--- src/core/tegs_pkg.sv ---
// Shared constants and types of the three-emitter gesture sequencer
package tegs_pkg;

  // ==========================================================
  // Register byte offsets
  localparam logic [7:0] CTRL_OFF = 8'h00;
  localparam logic [7:0] STATUS_OFF = 8'h04;
  localparam logic [7:0] MASK_OFF = 8'h08;
  localparam logic [7:0] RESULT_ONE_OFF = 8'h0C;
  localparam logic [7:0] RESULT_TWO_OFF = 8'h10;
  localparam logic [7:0] RESULT_THREE_OFF = 8'h14;
  localparam logic [7:0] THRESHOLD_OFF = 8'h18;

  // ==========================================================
  // Control fields
  localparam int GESTURE_EN_BIT = 0;
  localparam int SINGLE_SHOT_SELECT_BIT = 1;
  localparam int SINGLE_SHOT_TRIGGER_BIT = 2;
  localparam int PROX_ENABLE_BIT = 3;
  localparam int EMITTER_SEL_LSB = 4;
  localparam int LOGIC_OUTPUT_SELECT_BIT = 6;

  // ==========================================================
  // Status and mask fields
  localparam int GESTURE_READY_BIT = 0;
  localparam int PROX_READY_BIT = 1;
  localparam int FLAG_COUNT = 2;

  // ==========================================================
  // Reset values
  localparam logic [15:0] THRESHOLD_RESET = 16'h0000;
  localparam logic [1:0] MASK_RESET = 2'h0;

  // ==========================================================
  // Timing: emitter settle before sampling
  localparam int EMITTER_SETTLE_NS = 800;
  localparam int CLK_PERIOD_NS = 8;
  localparam int EMITTER_SETTLE_CYCLES = (EMITTER_SETTLE_NS + CLK_PERIOD_NS - 1) / CLK_PERIOD_NS;
  localparam int RESULT_WIDTH = 16;

  // ==========================================================
  // Channel select; code 3 is folded onto emitter three
  function automatic logic [1:0] tegs_chan(input logic [1:0] sel);
    tegs_chan = (sel == 2'h3) ? 2'h2 : sel;
  endfunction

endpackage

--- src/core/tegs_sequencer.sv ---
// Top of the three-emitter gesture sequencer with APB registers
//
// Added by the designer: the address map and register access over APB.
`timescale 1ns/10ps

// Behaviour
// RULE1: Three emitter outputs exist, each lit separately by the measurement logic.
// RULE2: In normal proximity mode any single emitter can be chosen and only it is used.
// RULE3: A measurement with a given emitter lands in the result register of the same index.
// RULE4: Setting the gesture enable bit to one turns on handling across all three emitters.
// RULE5: With single-shot and gesture on, emitters are lit in turn and each result is stored apart.
// RULE6: The three-emitter run starts only on a trigger write while gesture and single-shot are set.
// RULE7: After the third result the gesture ready flag is set and, if unmasked, the interrupt fires.
// RULE8: Emitters run one, two, three in order and never two at once.
// RULE9: A new flag pulls the interrupt pin low; reading the flags clears them and the pin returns high.
// RULE10: In single-shot mode nothing is measured until a trigger write, one measurement per write.
// RULE11: With the logic output select set, the interrupt pin only shows near or far.
module tegs_sequencer (
  input wire logic clk,
  input wire logic nrst,
  input wire logic psel,
  input wire logic penable,
  input wire logic pwrite,
  input wire logic [7:0] paddr,
  input wire logic [31:0] pwdata,
  output logic [31:0] prdata,
  output logic pready,
  output logic pslverr,
  input wire logic afeValid,
  input wire logic [15:0] afeData,
  output logic sampleReq,
  output logic [2:0] emitters,
  output logic irq,
  output logic intN
);

  // Sequencer states; ISSUE gives the unit a clean one-cycle start
  typedef enum logic [2:0] {
    IDLE = 3'b001,
    ISSUE = 3'b010,
    WAIT = 3'b100
  } tegs_seq_e;

  // All state but the reset synchroniser in one record: registers, sequencer and bus replies
  typedef struct packed {
    logic gestureEn;
    logic singleShot;
    logic proxEnable;
    logic [1:0] emitterSel;
    logic logicSel;
    logic trigPending;
    logic [1:0] status;
    logic [1:0] mask;
    logic [15:0] threshold;
    logic [2:0][15:0] results;
    tegs_seq_e state;
    logic [1:0] chan;
    logic gestRun;
    logic startPulse;
    logic [31:0] prdata;
    logic pready;
    logic pslverr;
    logic irq;
    logic intN;
  } tegs_top_s;

  tegs_top_s r_reg;
  tegs_top_s r_next;
  logic [1:0] rstSync_reg;
  logic rstN;
  logic unitDone;
  logic [15:0] unitResult;
  logic [2:0] unitEmitters;
  logic unitSampleReq;
  logic setupPhase;
  logic accessDone;
  logic isNear;
  logic trigWrite;

  // Unmasked flags; one term feeds both the level output and the pin
  function automatic logic flagsUp(input logic [1:0] flags, input logic [1:0] enables);
    flagsUp = |(flags & enables);
  endfunction

  // ==========================================================
  // Reset release through two flip-flops
  always_ff @(posedge clk or negedge nrst) begin
    if (!nrst) begin
      rstSync_reg <= 2'b00;
    end else begin
      rstSync_reg <= {rstSync_reg[0], 1'b1};
    end
  end

  assign rstN = rstSync_reg[1];

  // ==========================================================
  // Emitter pulse and sample unit
  tegs_emitter_unit u_emitter (
    .clk(clk),
    .rstN(rstN),
    .start(r_reg.startPulse),
    .channel(r_reg.chan),
    .afeValid(afeValid),
    .afeData(afeData),
    .emitters(unitEmitters),
    .sampleReq(unitSampleReq),
    .done(unitDone),
    .result(unitResult)
  );

  // Emitter pins and sample request come straight from the unit's flip-flops
  assign emitters = unitEmitters;
  assign sampleReq = unitSampleReq;

  // APB phases: read data is fetched in setup, effects land at access end
  assign setupPhase = psel && !penable;
  assign accessDone = psel && penable && r_reg.pready;
  assign isNear = r_reg.results[r_reg.chan] > r_reg.threshold;
  // A trigger written in the cycle the sequencer consumes the last one is kept, set wins
  assign trigWrite = accessDone && !r_reg.pslverr && pwrite && (paddr == tegs_pkg::CTRL_OFF) &&
                     pwdata[tegs_pkg::SINGLE_SHOT_TRIGGER_BIT] && pwdata[tegs_pkg::SINGLE_SHOT_SELECT_BIT];

  // ==========================================================
  // Register file, sequencer and interrupt
  always_comb begin
    r_next = r_reg;
    r_next.startPulse = 1'b0;

    // Setup cycle: decode, capture read data, answer next cycle
    if (setupPhase) begin
      r_next.pready = 1'b1;
      r_next.pslverr = 1'b0;
      r_next.prdata = 32'h0000_0000;
      // Unmapped offsets answer with an error and zero data
      unique case (paddr)
        tegs_pkg::CTRL_OFF: begin
          r_next.prdata[tegs_pkg::GESTURE_EN_BIT] = r_reg.gestureEn;
          r_next.prdata[tegs_pkg::SINGLE_SHOT_SELECT_BIT] = r_reg.singleShot;
          r_next.prdata[tegs_pkg::SINGLE_SHOT_TRIGGER_BIT] = r_reg.trigPending;
          r_next.prdata[tegs_pkg::PROX_ENABLE_BIT] = r_reg.proxEnable;
          r_next.prdata[tegs_pkg::EMITTER_SEL_LSB +: 2] = r_reg.emitterSel;
          r_next.prdata[tegs_pkg::LOGIC_OUTPUT_SELECT_BIT] = r_reg.logicSel;
        end
        tegs_pkg::STATUS_OFF: begin
          r_next.prdata[tegs_pkg::FLAG_COUNT-1:0] = r_reg.status;
        end
        tegs_pkg::MASK_OFF: begin
          r_next.prdata[tegs_pkg::FLAG_COUNT-1:0] = r_reg.mask;
        end
        tegs_pkg::RESULT_ONE_OFF: begin
          r_next.prdata[15:0] = r_reg.results[0];
        end
        tegs_pkg::RESULT_TWO_OFF: begin
          r_next.prdata[15:0] = r_reg.results[1];
        end
        tegs_pkg::RESULT_THREE_OFF: begin
          r_next.prdata[15:0] = r_reg.results[2];
        end
        tegs_pkg::THRESHOLD_OFF: begin
          r_next.prdata[15:0] = r_reg.threshold;
        end
        default: begin
          r_next.pslverr = 1'b1;
        end
      endcase
    end else if (accessDone) begin
      r_next.pready = 1'b0;
      r_next.pslverr = 1'b0;
    end

    // Access end: writes and read side effects
    if (accessDone && !r_reg.pslverr) begin
      if (pwrite) begin
        unique case (paddr)
          tegs_pkg::CTRL_OFF: begin
            r_next.gestureEn = pwdata[tegs_pkg::GESTURE_EN_BIT]; // RULE4
            r_next.singleShot = pwdata[tegs_pkg::SINGLE_SHOT_SELECT_BIT];
            r_next.proxEnable = pwdata[tegs_pkg::PROX_ENABLE_BIT];
            r_next.emitterSel = pwdata[tegs_pkg::EMITTER_SEL_LSB +: 2]; // RULE2
            r_next.logicSel = pwdata[tegs_pkg::LOGIC_OUTPUT_SELECT_BIT];
            // A pending trigger dies with single-shot, so a later re-enable cannot start a stale run
            if (!pwdata[tegs_pkg::SINGLE_SHOT_SELECT_BIT]) begin
              r_next.trigPending = 1'b0;
            end else if (trigWrite) begin
              r_next.trigPending = 1'b1; // RULE10
            end
          end
          tegs_pkg::STATUS_OFF: begin
            // Write one to clear; a flag raised in this cycle still sets below
            r_next.status = r_reg.status & ~pwdata[tegs_pkg::FLAG_COUNT-1:0];
          end
          tegs_pkg::MASK_OFF: begin
            r_next.mask = pwdata[tegs_pkg::FLAG_COUNT-1:0];
          end
          tegs_pkg::THRESHOLD_OFF: begin
            r_next.threshold = pwdata[15:0];
          end
          default: begin
            r_next.threshold = r_reg.threshold;
          end
        endcase
      end else if (paddr == tegs_pkg::STATUS_OFF) begin
        // Clear only what was shown, so a flag set meanwhile survives
        r_next.status = r_reg.status & ~r_reg.prdata[tegs_pkg::FLAG_COUNT-1:0]; // RULE9
      end
    end

    // Measurement sequencer
    unique case (r_reg.state)
      // Single-shot waits for a trigger; continuous mode re-arms by itself
      IDLE: begin
        if (r_reg.singleShot && r_reg.trigPending) begin
          r_next.trigPending = trigWrite; // RULE10
          r_next.state = ISSUE;
          if (r_reg.gestureEn) begin
            r_next.gestRun = 1'b1; // RULE6
            r_next.chan = 2'h0; // RULE8
          end else begin
            r_next.gestRun = 1'b0;
            r_next.chan = tegs_pkg::tegs_chan(r_reg.emitterSel); // RULE2
          end
        end else if (!r_reg.singleShot && r_reg.proxEnable) begin
          // Continuous normal mode with the chosen emitter only
          r_next.gestRun = 1'b0;
          r_next.chan = tegs_pkg::tegs_chan(r_reg.emitterSel); // RULE2
          r_next.state = ISSUE;
        end
      end
      // One cycle pause so the unit starts on a settled channel
      ISSUE: begin
        r_next.startPulse = 1'b1;
        r_next.state = WAIT;
      end
      // Gesture steps one, two, three; a single measurement stops after one
      WAIT: begin
        if (unitDone) begin
          r_next.results[r_reg.chan] = unitResult; // RULE3
          if (r_reg.gestRun && (r_reg.chan != 2'h2)) begin
            r_next.chan = r_reg.chan + 2'h1; // RULE5
            r_next.state = ISSUE;
          end else begin
            r_next.state = IDLE;
            if (r_reg.gestRun) begin
              r_next.status[tegs_pkg::GESTURE_READY_BIT] = 1'b1; // RULE7
              r_next.gestRun = 1'b0;
            end else begin
              r_next.status[tegs_pkg::PROX_READY_BIT] = 1'b1;
            end
          end
        end
      end
      default: begin
        r_next.state = IDLE;
      end
    endcase

    // Level interrupt from unmasked flags, one cycle behind status
    r_next.irq = flagsUp(r_reg.status, r_reg.mask); // RULE7
    // Pin is either the active-low interrupt or the near/far output
    if (r_reg.logicSel) begin
      r_next.intN = !isNear; // RULE11
    end else begin
      r_next.intN = !flagsUp(r_reg.status, r_reg.mask); // RULE9
    end
  end

  // State register; only the synchronised reset clears it
  always_ff @(posedge clk or negedge rstN) begin
    if (!rstN) begin
      r_reg <= '{
        gestureEn: 1'b0,
        singleShot: 1'b0,
        proxEnable: 1'b0,
        emitterSel: 2'h0,
        logicSel: 1'b0,
        trigPending: 1'b0,
        status: 2'h0,
        mask: tegs_pkg::MASK_RESET,
        threshold: tegs_pkg::THRESHOLD_RESET,
        results: '0,
        state: IDLE,
        chan: 2'h0,
        gestRun: 1'b0,
        startPulse: 1'b0,
        prdata: 32'h0000_0000,
        pready: 1'b0,
        pslverr: 1'b0,
        irq: 1'b0,
        // Pin idles high, no interrupt
        intN: 1'b1
      };
    end else begin
      r_reg <= r_next;
    end
  end

  // Outputs straight from the state register
  assign prdata = r_reg.prdata;
  assign pready = r_reg.pready;
  assign pslverr = r_reg.pslverr;
  assign irq = r_reg.irq;
  assign intN = r_reg.intN;

endmodule

--- src/core/tegs_emitter_unit.sv ---
// One emitter pulse and proximity sample per start request
`timescale 1ns/10ps
module tegs_emitter_unit (
  input wire logic clk,
  input wire logic rstN,
  input wire logic start,
  input wire logic [1:0] channel,
  input wire logic afeValid,
  input wire logic [15:0] afeData,
  output logic [2:0] emitters,
  output logic sampleReq,
  output logic done,
  output logic [15:0] result
);

  typedef enum logic [2:0] {
    IDLE = 3'b001,
    SETTLE = 3'b010,
    SAMPLE = 3'b100
  } tegs_unit_e;

  typedef struct packed {
    tegs_unit_e state;
    logic [11:0] count;
    logic [2:0] emitters;
    logic sampleReq;
    logic done;
    logic [15:0] result;
  } tegs_unit_s;

  tegs_unit_s u_reg;
  tegs_unit_s u_next;

  // Emitter on, settle, sample, emitter off
  always_comb begin
    u_next = u_reg;
    u_next.done = 1'b0;
    unique case (u_reg.state)
      IDLE: begin
        if (start) begin
          u_next.state = SETTLE;
          u_next.count = 12'(tegs_pkg::EMITTER_SETTLE_CYCLES - 1);
          u_next.emitters = 3'b001 << channel; // RULE1
        end
      end
      SETTLE: begin
        if (u_reg.count == 12'h000) begin
          u_next.state = SAMPLE;
          u_next.sampleReq = 1'b1;
        end else begin
          u_next.count = u_reg.count - 12'h001;
        end
      end
      SAMPLE: begin
        // Emitter stays lit until the front end answers
        if (afeValid) begin
          u_next.state = IDLE;
          u_next.sampleReq = 1'b0;
          u_next.emitters = 3'b000; // RULE8
          u_next.result = afeData;
          u_next.done = 1'b1;
        end
      end
      default: begin
        u_next.state = IDLE;
        u_next.emitters = 3'b000;
        u_next.sampleReq = 1'b0;
      end
    endcase
  end

  always_ff @(posedge clk or negedge rstN) begin
    if (!rstN) begin
      u_reg <= '{state: IDLE, count: 12'h000, emitters: 3'b000, sampleReq: 1'b0, done: 1'b0,
                 result: 16'h0000};
    end else begin
      u_reg <= u_next;
    end
  end

  assign emitters = u_reg.emitters;
  assign sampleReq = u_reg.sampleReq;
  assign done = u_reg.done;
  assign result = u_reg.result;

endmodule

--- config.mk ---
export PLATFORM = sky130hd
export DESIGN_NAME = tegs_sequencer
export DESIGN_NICKNAME = d
export VERILOG_FILES = /design/src/core/tegs_pkg.sv /design/src/core/tegs_sequencer.sv /design/src/core/tegs_emitter_unit.sv
export SDC_FILE = /design/constraint.sdc
export NUM_CORES = 1
export LEC_CHECK = 0
export BUFFER_PORTS_ARGS = -buffer_cell sky130_fd_sc_hd__buf_2
export CAP_MARGIN = 5
export CELL_PAD_IN_SITES_DETAIL_PLACEMENT = 2
export CELL_PAD_IN_SITES_GLOBAL_PLACEMENT = 2
export CORE_MARGIN = 1.5
export CORE_UTILIZATION = 39
export CTS_CLUSTER_DIAMETER = 150
export DETAILED_ROUTE_END_ITERATION = 8
export PLACE_DENSITY = 0.84
export SLEW_MARGIN = 20
export SYNTH_ARGS = -nofsm -noshare
export SYNTH_HDL_FRONTEND = slang
export SYNTH_SLANG_ARGS = --single-unit
--- constraint.sdc ---
create_clock -name clk -period 7.17 [get_ports clk]
set_input_delay 1.434 -clock clk [delete_from_list [all_inputs] [get_ports clk]]
set_output_delay 1.434 -clock clk [all_outputs]
set_load 0.005 [all_outputs]
### Word-level counts from Yosys, hierarchy flattened

Cells that the tools add are included.

| storage, ports and cells | value |
|---|---|
| word-level logic and storage cells | 151 |
| register bits | 140 |

| cells by class | value |
|---|---|
| shift operators | 1 |
| add/subtract/negate cells | 2 |
| reduce and logical (&&, ||, !) cells | 36 |
| bitwise gates (word level) | 7 |
| order comparisons | 3 |
| mux-type cells | 52 |
| equality and inequality tests | 22 |

Operator list:

| kind | number |
|---|---|
| bitwise mux 48 bit | 1 |
| two-way mux 16 bit | 3 |
| two-way mux 21 bit | 2 |
| two-way mux 18 bit | 2 |
| case mux 9 bit (4 select lines) | 1 |
| binary-select mux 16 bit (select 2 bit) | 1 |
| demux 16 bit (select 2 bit) | 1 |
| case mux 3 bit (3 select lines) | 3 |
| case mux 5 bit (5 select lines) | 1 |
| equality test 8 x 5 -> 1 bit (second input constant) | 3 |
| two-way mux 2 bit | 12 |
| case mux 12 bit (2 select lines) | 1 |
| AND reduction 3 bit | 7 |
| two-way mux 6 bit | 3 |
| two-way mux 17 bit | 1 |
| equality test 8 x 4 -> 1 bit (second input constant) | 2 |
| greater-than comparator 16 bit | 1 |
| case mux 2 bit (7 select lines) | 1 |
| two-way mux 1 bit | 13 |
| logical AND 1 bit | 12 |
| logical NOT 12 bit | 1 |
| two-way mux 12 bit | 1 |
| != test 2 bit (second input constant) | 6 |
| subtractor 12 x 1 -> 12 bit (second input constant) | 1 |
| other kinds (24) | 43 |

### Depth between registers and ports, before layout

| depth | value |
|---|---|
| word-level depth | 16 |
| depth in mapped cells | 11 |
| gate-level depth less buffers | 10 |

### Cells and area by module

From an unflattened synthesis, not the netlist that was laid out.

| second synthesis, totals | value |
|---|---|
| cells, all modules | 701 |
| area total of the unflattened synthesis | 7689.9 µm² |

Modules (own cells, without submodules):

| module | area each (µm²) | seq. area each (µm²) | cells each | times used |
|---|---|---|---|---|
| tegs_sequencer | 5818.1 | 2605.0 | 528 | 1 |
| tegs_emitter_unit | 1871.8 | 902.1 | 173 | 1 |

### Least setup slack after synthesis

OpenSTA, ideal clock, no wires.

| timing path | value |
|---|---|
| path type | input to register |
| start | input paddr[1] |
| end | register r_reg[112] (netlist bit) |
| stages on the path | 5 |
| path slack | 3.631 ns |
| required time | 7.045 ns |
| arrival time | 3.414 ns |
| setup time | 0.125 ns |
| path buffers | 1 |
| cell sequence | or4_4 -> or4_4 -> or4_4 -> buf_6 -> mux2_4 |

| on the way | value |
|---|---|
| cells in the longest elaborated chain, start to end | 2 |

Ends and longest elaborated chain:

| element | line | source |
|---|---|---|
| start, declared | tegs_sequencer.sv:24 | `input wire logic [7:0] paddr,` |
| logical NOT 8 bit | tegs_sequencer.sv:175 | `unique case (paddr)` |
| AND reduction 3 bit (no line) | - |  |
| end signal, assigned | tegs_sequencer.sv:271 | `r_reg <= '{` |
| end signal, assigned | tegs_sequencer.sv:294 | `r_reg <= r_next;` |
| end, declared | tegs_sequencer.sv:67 | `tegs_top_s r_reg;` |

No other way between the ends.
A chain may end at the register's enable or synchronous reset.

### Final worst setup path

| timing path | value |
|---|---|
| start | input paddr[1] |
| end | register r_reg[105] (netlist bit) |

| on the way | value |
|---|---|
| cells in the longest elaborated chain, start to end | 2 |

Ends and longest elaborated chain:

| element | line |
|---|---|
| equality test 8 x 5 -> 1 bit | tegs_sequencer.sv:175 |
| AND reduction 3 bit (no line) | - |

No other way between the ends.

==> flow_metrics.env <==
export IMPL_outcome="finished clean"
export IMPL_yosysWarnings=0
export IMPL_num_rows=49
export IMPL_routedWlPerCell_um=23.3
export IMPL_ctsResizeCount=0
export IMPL_areaGrowthSynthToFinish_pct=15.3
export IMPL_io_pins=102
export IMPL_place_congestion=0.796
export IMPL_hold_path_class="reg2async"
export IMPL_whs_ns=0.252
export IMPL_multi_input_area_um2=3220
export IMPL_crit_top_cell="or4_4"
export IMPL_critical_path_top_delay_family="simple AND/OR/NAND/NOR gates"
export IMPL_synth_avg_cell_area_um2=11.1
export IMPL_clock_path_buffers=2
export IMPL_dpl_cell_area_um2=7510
export IMPL_grt_max_degree=78
export IMPL_yosysUniqueCellTypes=51
export IMPL_critPathKind="in2reg"
export IMPL_ys_ff_latch=140
export IMPL_layout_nets=771
export IMPL_fin_crit_ns=3.62
export IMPL_drtAntennaViolNets=0
export IMPL_powerDensity_nw_per_um2=222
export IMPL_synth_cells=640
export IMPL_clkSinkCount=140
export IMPL_cp_start_kind="input pin"
export IMPL_tightestPinTransition_ns=1.04
export IMPL_cts_root_buf="clkbuf_16"
export IMPL_p_leak_nw=4.15
export IMPL_final_setup_skew_ns=0.00875
export IMPL_via_per_inst=5.69
export IMPL_fin_total_pwr_mw=1.82
export IMPL_grt_pass1_wl_um=33900
export IMPL_dp_hpwl_um=14200
export IMPL_die_area_um2=19000
export IMPL_drt_wl_total_um=21700
export IMPL_hold_violations=0
export IMPL_synth_edf_count=0
export IMPL_clk_latency_ns=0.44
export IMPL_seq_area_um2=3510
export IMPL_end_kind="flip-flop"
export IMPL_drv_slew=0
export IMPL_rsz0062_at_grt="no"
export IMPL_dr_pass1_iters=4
export IMPL_fin_setup_tns_ns=0
export IMPL_path_buf_inv=2
export IMPL_io_buffer_count=69
export IMPL_grt_pass1_vias=5961
export IMPL_drtIter0Drc=259
export IMPL_clk_pin_slew_ns=0.06
export IMPL_required_ns=7.51
export IMPL_grtUsageTotal_pct=24.4
export IMPL_coreArea_um2=17900
export IMPL_fp_dieH_um=138
export IMPL_vias=5296
export IMPL_synthesis_area_um2=7100
export IMPL_drive_above_1_share_pct=29.3
export IMPL_yosysSeqAreaShare_pct=49.4
export IMPL_max_slew_margin_pct=30.5
export IMPL_fin_area_um2=8180
export IMPL_drc_errors=0
export IMPL_antenna_cells=0
export IMPL_ir_drop_uv=169
export IMPL_synthArstFlopShare_pct=100
export IMPL_die_w_um=138
export IMPL_num_fill_cells=1849
export IMPL_post_cts_buffers=0
export IMPL_antenna_found_initial=0
export IMPL_crit_slowest_cell="nor3b_2"
export IMPL_yosys_area_top_type="dfrtp_1"
export IMPL_synth_top_area_share_pct=48.3
export IMPL_critical_path_cell_chain="buf_2, or4_4, or4_4, nor3b_2, buf_4, nand2_1, o21ai_0"
export IMPL_grt_overflow_total=0
export IMPL_ctsHtreeMaxLevel=4
export IMPL_fin_crit_sh_pct=50.5
export IMPL_cts_hold_buf=0
export IMPL_critical_path_max_fanout=20
export IMPL_max_stage_delay_ns=0.70
export IMPL_start_util_pct=39.6
export IMPL_ys_flop_type="dfrtp_1"
export IMPL_cap_violations=0
export IMPL_largest_reg_flops=82
export IMPL_cp_data_arrival_time_ns=3.96
export IMPL_fmax_mhz=276
export IMPL_synth_area_leaders="dfrtp_1, mux2_2, mux2i_1, buf_4, ha_1"
export IMPL_setup_violations=0
export IMPL_numCtsBuffers=17
export IMPL_tritoncts="done"
## cells in the mapped netlist, types with 3 or more instances
master,instances
o31ai_1,4
a21oi_1,24
nor2_1,34
o211ai_1,4
mux2_4,6
nand2_1,50
clkbuf_1,23
or4_4,3
dfrtp_1,137
a311oi_1,5
mux2_2,69
nand2b_1,9
nor3_1,6
buf_4,35
o21ai_0,38
nor2b_1,7
dfstp_2,3
ha_1,20
xnor2_1,3
a221o_1,7
or4_1,4
a22oi_1,7
nor3b_1,6
nor4_1,5
inv_1,25
buf_1,4
o22ai_1,5
a22o_1,26
nand3_1,12
mux2i_1,30
## logic make-up (layout without fill, tap and decap cells)
family / count (synthesis) / after routing / synth area share, %
compound gates: 130 / 130 / 12.4
xor+xnor: 3 / 3 / 0.370
fa+ha+maj: 20 / 20 / 3.53
buf+inv: 89 / 136 / 6.68
flops: 140 / 140 / 49.4
mux: 107 / 107 / 17.1
other cells: 2 / 17 / 0.106
simple gates: 149 / 149 / 10.4
## placed cells by master, fill, tap and decap left out, drive strengths merged, types with 17 or more instances in the layout
cell type / instances
a22o: 26
mux2i: 30
conb: 17
nor2: 34
a21oi: 24
o21ai: 38
dfrtp: 137
clkbuf: 22
inv: 25
ha: 20
buf: 79
nand2: 50
mux2: 75
## cell type report
class                   instances  share of cell area, %
flip-flops and latches        140                   42.9
multi-input cells             426                   39.3
clock inverters                10                   1.67
well taps                     229                   3.50
repair buffers                 79                   5.38
inverters                      25                   1.15
clock buffers                  22                   6.04
## report_power, final
part | switching (mW) | internal (mW)
logic | 0.0455 | 0.0235
clock network | 0.355 | 0.592
registers | 0.00536 | 0.794
total | 0.406 | 1.41
## per-layer routing
layer / vias up / wire, um / track usage (%)
li1: 2361 / - / -
met1: 2803 / 8650 / 27.6
met2: 102 / 11900 / 45.6
met3: 30 / 703 / 4.86
met4: 0 / 415 / 7.81
met5: - / 0 / 0
## final timing paths
kind / from / end / slack [ns] / cells after the start
setup / recovery: paddr[1] / r_reg[105] / 3.55 / 7
min in group clk: rstSync_reg[0] / rstSync_reg[1] / 0.35 / 0
max in group asynchronous: rstSync_reg[1] / r_reg[100] / 5.47 / 2
setup reg to reg: r_reg[39] / intN / 3.94 / 10
hold reg to reg: rstSync_reg[1] / u_emitter.u_reg[30] / 0.25 / 0
hold / removal: rstSync_reg[1] / u_emitter.u_reg[30] / 0.25 / 0
## through the flow
step	util, %	cells	setup WS [ns]
after floorplan	-	655	2.99
after global placement	41.9	898	3.20
after detailed placement	41.9	898	3.10
after CTS	45.5	930	3.52
after global routing	45.7	931	3.48
final	45.7	931	3.55
## worst reg2reg max path: stages, from the launching register on
cell      delay, ns
dfrtp_1        0.92
inv_1          0.24
nor2_1         0.18
buf_4          0.26
nand2_1        0.12
o21ai_0        0.09
ha_1           0.28
a21o_1         0.17
a211oi_1       0.45
nand3_1        0.18
o211ai_1       0.25
(Power assumes the default switching activity.)
